===== src/include/can_mode_control_defines.vh =====
// constants for the can mode control register block
// assumes inclusion by bare name from logic files
`ifndef CAN_MODE_CONTROL_DEFINES_VH
`define CAN_MODE_CONTROL_DEFINES_VH

// =========================================
// register map (byte addresses, word aligned)
`define ADDR_MODE_CTRL 4'h0
`define ADDR_MODE_STAT 4'h4
`define ADDR_WIDTH 4

// =========================================
// field positions in the mode control word
`define BIT_STOP_IN_IDLE 13
`define BIT_ABORT_ALL 12
`define BIT_RESERVED 11
`define REQ_HI 10
`define REQ_LO 8
`define CUR_HI 7
`define CUR_LO 5
`define BIT_CAPTURE 3
`define BIT_WINDOW 0

// =========================================
// status word field positions
`define STAT_IDLE 0
`define STAT_TX_BUSY 1
`define STAT_HALTED 2
`define STAT_PENDING 3

// =========================================
// mode encodings and reset values
`define MODE_NORMAL 3'h0
`define MODE_DISABLE 3'h1
`define MODE_LOOPBACK 3'h2
`define MODE_LISTEN 3'h3
`define MODE_CONFIG 3'h4
`define MODE_LISTEN_ALL 3'h7
`define MODE_RESET 3'h4

// =========================================
// timing
`define IDLE_BITS 11
`define IDLE_CNT_W 4

`endif


===== src/logic/can_mode_control.v =====
// mode control register of a can controller with its mode sequencer
// assumes an avalon-mm master, a one-cycle bit-sample enable from the
// bit timing logic, and a bus level already synchronised to clk
//
// Operation
// - stop-in-idle one halts the controller while the processor idles
// - abort-all signals every tx buffer, self-clears when all aborted
// - mode request field bits 10:8 picks the target operating mode
// - current mode bits 7:5 show mode in effect, never 101 or 110
// - both mode fields reset to configuration, 100
// - capture enable one pulses input-capture trigger per received message
// - window select one maps filter registers, zero maps message buffers
// - unimplemented bits 15:14, 4, 2:1 read zero, writes ignored
// - mode changes only after eleven consecutive recessive bits
// - no config entry during transmit; config registers locked outside config
`timescale 1ns/1ps
`include "can_mode_control_defines.vh"

module can_mode_control #(
  parameter IDLE_BITS = `IDLE_BITS
) (
  // clock and reset
  input wire clk,
  input wire reset,
  // avalon-mm slave
  input wire [`ADDR_WIDTH-1:0] address,
  input wire read,
  input wire write,
  input wire [31:0] writedata,
  input wire [3:0] byteenable,
  output reg [31:0] readdata,
  output wire waitrequest,
  // protocol engine side
  input wire bitTick,
  input wire busRecessive,
  input wire txBusy,
  input wire txAllAborted,
  input wire rxMessageDone,
  input wire cpuIdle,
  // controls out
  output wire abortAllTx,
  output wire moduleHalt,
  output reg captureTrigger,
  output wire filterWindow,
  output wire [2:0] currentMode,
  output wire configUnlocked
);

  // =========================================
  // register state
  reg stopInIdle_q;
  reg abortAll_q;
  reg [2:0] modeReq_q;
  reg [2:0] curMode_q;
  reg capEn_q;
  reg window_q;
  reg [`IDLE_CNT_W-1:0] idleCnt_q;
  reg ack_q;

  wire busIdle;
  wire wrCtrl;
  wire rdAccess;
  wire modeChange;
  wire reqAllowed;
  wire [15:0] ctrlWord;
  wire [15:0] statWord;

  // one wait state: the ack register answers every request on the first edge
  // read data latch on the first edge so they stand when waitrequest is sampled low;
  // a write lands only on the edge that completes the transfer
  assign waitrequest = (read | write) & ~ack_q;
  assign rdAccess = read & ~ack_q;
  assign wrCtrl = write & ack_q & (address == `ADDR_MODE_CTRL);

  always @(posedge clk) begin
    if (reset) begin
      ack_q <= 1'b0;
    end else begin
      ack_q <= (read | write) & ~ack_q;
    end
  end

  // =========================================
  // bus idle detection, counted in bit times
  assign busIdle = (idleCnt_q >= IDLE_BITS[`IDLE_CNT_W-1:0]);

  always @(posedge clk) begin
    if (reset) begin
      idleCnt_q <= {`IDLE_CNT_W{1'b0}};
    end else if (bitTick) begin
      if (!busRecessive) begin
        idleCnt_q <= {`IDLE_CNT_W{1'b0}};
      end else if (!busIdle) begin
        idleCnt_q <= idleCnt_q + 1'b1;
      end
    end
  end

  // =========================================
  // mode sequencer
  // reserved requests are held off rather than reported, so current mode stays legal
  assign reqAllowed = (modeReq_q != 3'h5) && (modeReq_q != 3'h6);
  assign modeChange = (modeReq_q != curMode_q) && reqAllowed && busIdle
    && !((modeReq_q == `MODE_CONFIG) && txBusy);

  always @(posedge clk) begin
    if (reset) begin
      curMode_q <= `MODE_RESET;
    end else if (modeChange) begin
      curMode_q <= modeReq_q;
    end
  end

  // =========================================
  // control register writes
  always @(posedge clk) begin
    if (reset) begin
      stopInIdle_q <= 1'b0;
      abortAll_q <= 1'b0;
      modeReq_q <= `MODE_RESET;
      capEn_q <= 1'b0;
      window_q <= 1'b0;
    end else begin
      if (wrCtrl && byteenable[1]) begin
        stopInIdle_q <= writedata[`BIT_STOP_IN_IDLE];
        modeReq_q <= writedata[`REQ_HI:`REQ_LO];
      end
      if (wrCtrl && byteenable[0]) begin
        capEn_q <= writedata[`BIT_CAPTURE];
        window_q <= writedata[`BIT_WINDOW];
      end
      // a write of one wins over the hardware clear in the same cycle
      if (wrCtrl && byteenable[1] && writedata[`BIT_ABORT_ALL]) begin
        abortAll_q <= 1'b1;
      end else if (abortAll_q && txAllAborted) begin
        abortAll_q <= 1'b0;
      end
    end
  end

  // =========================================
  // capture trigger
  always @(posedge clk) begin
    if (reset) begin
      captureTrigger <= 1'b0;
    end else begin
      captureTrigger <= rxMessageDone & capEn_q;
    end
  end

  assign abortAllTx = abortAll_q;
  assign moduleHalt = stopInIdle_q & cpuIdle;
  assign filterWindow = window_q;
  assign currentMode = curMode_q;
  assign configUnlocked = (curMode_q == `MODE_CONFIG);

  // =========================================
  // read path
  // reserved bit 11 and unimplemented bits are constant zero
  assign ctrlWord = {2'h0, stopInIdle_q, abortAll_q, 1'b0, modeReq_q,
    curMode_q, 1'b0, capEn_q, 2'h0, window_q};
  assign statWord = {12'h000, (modeReq_q != curMode_q), moduleHalt, txBusy, busIdle};

  always @(posedge clk) begin
    if (reset) begin
      readdata <= 32'h0000_0000;
    end else if (rdAccess) begin
      case (address)
        `ADDR_MODE_CTRL: readdata <= {16'h0000, ctrlWord};
        `ADDR_MODE_STAT: readdata <= {16'h0000, statWord};
        default: readdata <= 32'h0000_0000;
      endcase
    end
  end

endmodule


===== config.mk =====
export PLATFORM = sky130hd
export DESIGN_NAME = can_mode_control
export DESIGN_NICKNAME = d
export VERILOG_FILES = /design/src/logic/can_mode_control.v
export VERILOG_INCLUDE_DIRS = /design/src /design/src/include
export SDC_FILE = /design/constraint.sdc
export NUM_CORES = 1
export LEC_CHECK = 0
export BUFFER_PORTS_ARGS = -buffer_cell sky130_fd_sc_hd__buf_2
export CORE_MARGIN = 2
export CORE_UTILIZATION = 41
export CTS_CLUSTER_SIZE = 30
export DETAILED_ROUTE_END_ITERATION = 7
export PLACE_DENSITY = 0.79
export SYNTH_ARGS = -nofsm -noshare
export SYNTH_HDL_FRONTEND = slang
export SYNTH_SLANG_ARGS = --single-unit
export TNS_END_PERCENT = 100

===== constraint.sdc =====
create_clock -name clk -period 1.8 [get_ports clk]
set_input_delay 0.09 -clock clk [delete_from_list [all_inputs] [get_ports clk]]
set_output_delay 0.09 -clock clk [all_outputs]
set_load 0.01 [all_outputs]

======== Word level (Yosys, flattened, before mapping) ========
Index checks and enable logic that the tools add are counted.
operators by class
  add/subtract/negate cells ............... 1
  $lt $le $gt $ge ......................... 1
  eq/ne operators ......................... 7
  mux-type cells .......................... 5
  bitwise logic cells ..................... 8
  reduce and logical (&&, ||, !) cells .... 13
operators with widths
  operator             number
  $pmux 14 s2          1
  $logic_and 1x1->1    9
  $mux 4               2
  $and 1x1->1          6
  $eq 3x3->1 const B   2
  $ne 3x3->1 const B   2
  $add 4x1->4 const B  1
  $eq 4x3->1 const B   1
  $ge 4x4->1 const B   1
  $logic_not 4->1      1
  $ne 3x3->1           1
  $mux 1               2
  $ne 2x2->1 const B   1
  $reduce_and 2->1     1
  $reduce_bool 2->1    1
  $logic_not 1->1      1
  $not 1->1            1
  $or 1x1->1           1
word-level totals
  bits in registers ....................... 48
  input bits .............................. 50
  output and inout bits ................... 41
  word-level logic and storage cells ...... 45

======== Depth between registers and ports, before layout ========
  depth after elaboration ................. 5
  mapped depth ............................ 6
  depth with buffers taken out ............ 5

======== Least setup slack after synthesis ========
OpenSTA, ideal clock, no wires.
  path type ............................... register to register
  start point ............................. register modeReq_q[0]
  end point ............................... register curMode_q[0] (netlist: currentMode[0])
  setup time .............................. 128 ps
  arrival time ............................ 1,178 ps
  required time ........................... 1,672 ps
  setup slack ............................. 494 ps
  cell stages (with the launch flop) ...... 5
  path buffers ............................ 0
  period minus slack after synthesis ...... 1,306 ps
  cells stage by stage .................... dfxtp_1 -> or3_4 -> a31oi_4 -> mux2i_1 -> nor2_1
between the ends
  cells in the longest elaborated chain, start to end .. 5
  elaborated cells on any way between the ends .. 10
  those cells by class .................... 4 x eq/ne; 6 x reduce/logical
RTL lines
  what                             line                    source
  start: declaration               can_mode_control.v:53   reg [2:0] modeReq_q;
  start signal: assignment         can_mode_control.v:120  modeReq_q <= `MODE_RESET;
  start signal: assignment         can_mode_control.v:126  modeReq_q <= writedata[`REQ_HI:`REQ_LO];
  $ne 3x3->1                       can_mode_control.v:102  assign reqAllowed = (modeReq_q != 3'h5) && (modeReq_q != 3'h6);
  $logic_and 1x1->1                can_mode_control.v:102
  $logic_and 1x1->1 (3 in series)  can_mode_control.v:103  assign modeChange = (modeReq_q != curMode_q) && reqAllowed && busIdle
  end signal: assignment           can_mode_control.v:108  curMode_q <= `MODE_RESET;
  end signal: assignment           can_mode_control.v:110  curMode_q <= modeReq_q;
  end: declaration                 can_mode_control.v:54   reg [2:0] curMode_q;
Several ways; a longest one is shown, not always the timed one.
A chain may end at the register's enable or synchronous reset.

======== Worst setup path in the final report ========
Ends and elaborated chain as after synthesis.

==> run metrics <==
status=finished, final reports clean; Sink Count=28; ant diodes=0; CTS buffer count=3; FFs w/ async S/R, synth=0%; synthesized cell area=between 1000 and 1500 sq um; CTS max path bufs=2; Max Clk Rate=between 0.7 and 0.8 GHz; vias in the first global route=987; GRT Total Usage=16.1%; first-pass GRT wire length=around 4400 microns; row count=20; Worst Setup SP=modeReq_q[0]; CP Class=register to register; Clk pin slew, worst setup/hold paths=around 0.15 ns; core footprint=3050 sq um; NetSw=around 0.26 mW; port bufs=43; H-tree depth=1; sum of buffers and inverters on the critical path=0; die area=3690 sq um; total power=1.05 mW; Worst R2R Start=modeReq_q[0]; crit-path cells=or3_4 > a31oi_4 > mux2i_1 > nor2_1; final non-filler cell area=between 1500 and 2000 sq um; Post-Route Utilization=53.0%; Final WS setup=0.400 ns; die width=roughly 61 microns; Finish-stage setup viols=0; dpl cells=between 200 and 250; Routed Antenna Nets=0; worst hold margin=~0.034 ns; initial core utilization=a little over two fifths; max_cap viols=0; final RePlAce weighted congestion=0.802; distinct cell type count after synthesis=32; R2R setup slack=0.40 ns; reg2reg path depth=4; Critical Path AT=roughly 1.6 ns; DR DRC count=0; Hold Crit Endpoint=modeReq_q[2]; number of synthesized register bits=28; clk root buf=clkbuf_4; fin crit period=between 1 and 1.5 ns; Initial DRC Count=23; unrepaired setup endpoints after global routing=false; CP Data Required Time=about 2.0 ns; Reg power frac=roughly 60%; Main synth FF type=dfxtp_1; Layout Skew=about 0.0062 ns; Final Hold Viols=0; Routed WL per cell=about 12 microns; register area share after synthesis=between 40% and 50%; leak pwr=approximately 0.7 nW; CTS tree=yes; Crit Path Max Fanout=6; clock power share=between 20% and 30%; drt pass-1 iters=4; Worst R2R End=currentMode[0]; Hold Startpoint=writedata[10]; Sw Share=~24%; fin cells=approximately 240; Pins Over Slew Limit=0; Crit path depth=4; I/O Pins=91; fin nets=about 250; CTS resizes=0; Power Internal=around 0.8 mW; worst vdd ir=roughly 0.00032 V; final WL=approximately 2800 microns; Layout area overhead=22.3%; Final period util=slightly below 80%; Top Family by Delay on Critical Path=simple AND/OR/NAND/NOR gates; Overflow after GRT=0; Synth Area per Inst=a little over 9 sq um; Worst-Skew Late Latency=roughly 0.32 ns; Fillers=300; total number of vias=roughly 1100; pre-CTS setup slack=~0.37 ns; Crit. End Element=register; largest net degree at the start of global routing=17; HP Class=input port to register; Via-to-Cell Ratio=4.73; Comb power frac=roughly 11%; die height=between 60 and 70 microns; setup TNS=0 ns; number of synthesized flops with an enable pin=0; synthesized netlist cell count=around 150; antenna violations before repair=0; placed inst area=approximately 1500 sq um; layout cells sized above 1=between 20% and 30%; startpoint types=register; CP max stage cell=or3_4; post-detail-place hpwl=2050 microns; worst hold path depth=3; Yosys warning count=0; critical path's largest stage delay=roughly 0.42 ns; PD cells=650 nW/um^2
[state kept, by name, summed over array words and instances, names as in the netlist]
signal / flops
stopInIdle_q: 1
currentMode: 3
capEn_q: 1
ack_q: 1
filterWindow: 1
idleCnt_q: 4
readdata: 12
captureTrigger: 1
modeReq_q: 3
abortAllTx: 1
[power groups by stage]
stage / Combinational (mW) / Clock [mW] / Sequential, mW
global placement: 0.100 / 0 / 0.643
detailed placement: 0.101 / 0 / 0.643
global route: 0.130 / 0.340 / 0.631
floorplan: 0.0916 / 0 / 0.643
CTS: 0.115 / 0.313 / 0.630
finish: 0.115 / 0.306 / 0.630
[cells by family (layout without fill, tap and decap cells)]
| family | Yosys count | count (layout) | synth area share [%] |
|---|---|---|---|
| mux | 9 | 9 | 6.82 |
| other cells | 1 | 20 | 0.284 |
| compound gates | 23 | 23 | 13.5 |
| simple gates | 52 | 52 | 20.0 |
| buf+inv | 28 | 59 | 14.0 |
| xor+xnor | 3 | 3 | 1.99 |
| fa+ha+maj | 1 | 1 | 0.947 |
| flops | 28 | 28 | 42.4 |
[repair_timing]
item / 4_1_cts / 5_1_grt
hold endpoints to repair: 8 / 0
hold buffers: 8 / 0
buffers inserted: 0 / 0
[cells in the final DEF (no fill, tap or decap)]
| master | instances |
|---|---|
| nor2_1 | 26 |
| a41oi_1 | 2 |
| dlygate4sd3_1 | 8 |
| xnor2_1 | 3 |
| o21ai_0 | 2 |
| a211oi_1 | 1 |
| nor3b_1 | 1 |
| o21ai_2 | 1 |
| a22o_1 | 2 |
| clkbuf_8 | 1 |
| nand2_1 | 4 |
| a32oi_1 | 1 |
| nor3_4 | 1 |
| buf_2 | 43 |
| clkbuf_4 | 3 |
| nor4_1 | 1 |
| or3_4 | 1 |
| nand2b_1 | 1 |
| dfxtp_1 | 28 |
| or3_1 | 1 |
| a22oi_1 | 9 |
| ha_1 | 1 |
| buf_4 | 2 |
| and3_1 | 1 |
| nor2b_1 | 4 |
| and4_1 | 2 |
| and2_1 | 1 |
| nand4_1 | 2 |
| conb_1 | 20 |
| a21oi_1 | 4 |
| a31oi_4 | 1 |
| inv_1 | 2 |
| mux2i_1 | 9 |
| nor3_1 | 6 |
[layer usage]
layer  vias up  wire (microns)  share of wire (%)  global-route usage, %
li1        564               -                  -                      -
met1       519            1230                 45                   19.3
met2        45            1330                 48                   28.7
met3         2             166                6.0                   2.77
met4         0              27               0.98                   5.59
met5         -               0                  0                      0
[how the worst max path moves through the flow]
stage	slack (ns)	endpoint
2_1_floorplan	0.49	currentMode[0]
3_3_place_gp	0.40	stopInIdle_q
3_5_place_dp	0.37	modeReq_q[0]
4_1_cts	0.39	currentMode[0]
5_1_grt	0.28	idleCnt_q[1]
6_report	0.40	currentMode[0]
[Yosys cell counts, types with 2 or more instances]
master | count | share of area [%]
dfxtp_1 | 28 | 42
nor2_1 | 26 | 7.4
buf_4 | 21 | 12
a22oi_1 | 9 | 5.1
mux2i_1 | 9 | 6.8
nor3_1 | 6 | 2.3
a21oi_1 | 4 | 1.5
clkbuf_1 | 4 | 1.1
nand2_1 | 4 | 1.1
nor2b_1 | 4 | 1.9
xnor2_1 | 3 | 2.0
a22o_1 | 2 | 1.3
a41oi_1 | 2 | 1.3
and4_1 | 2 | 1.3
inv_1 | 2 | 0.57
nand4_1 | 2 | 0.95
o21ai_0 | 2 | 0.76
[layout make-up]
cell class	count	area (sq um)	area share [%]
Sequential cell	28	561	34.7
Timing Repair Buffer	53	310	19.2
Multi-Input combinational cell	108	647	40.0
Clock buffer	4	36.3	2.24
Tap cell	44	55.1	3.41
Inverter	2	7.51	0.464
[worst register-to-register path, delay by kind of cell, from the launching register on]
family             cells  cell delay, ns
AOI/OAI and AO/OA      1            0.23
and+or+nand+nor        2            0.47
muxes                  1            0.22
DFF                    1            0.40
No activity file was read; power rests on OpenSTA's default activity.
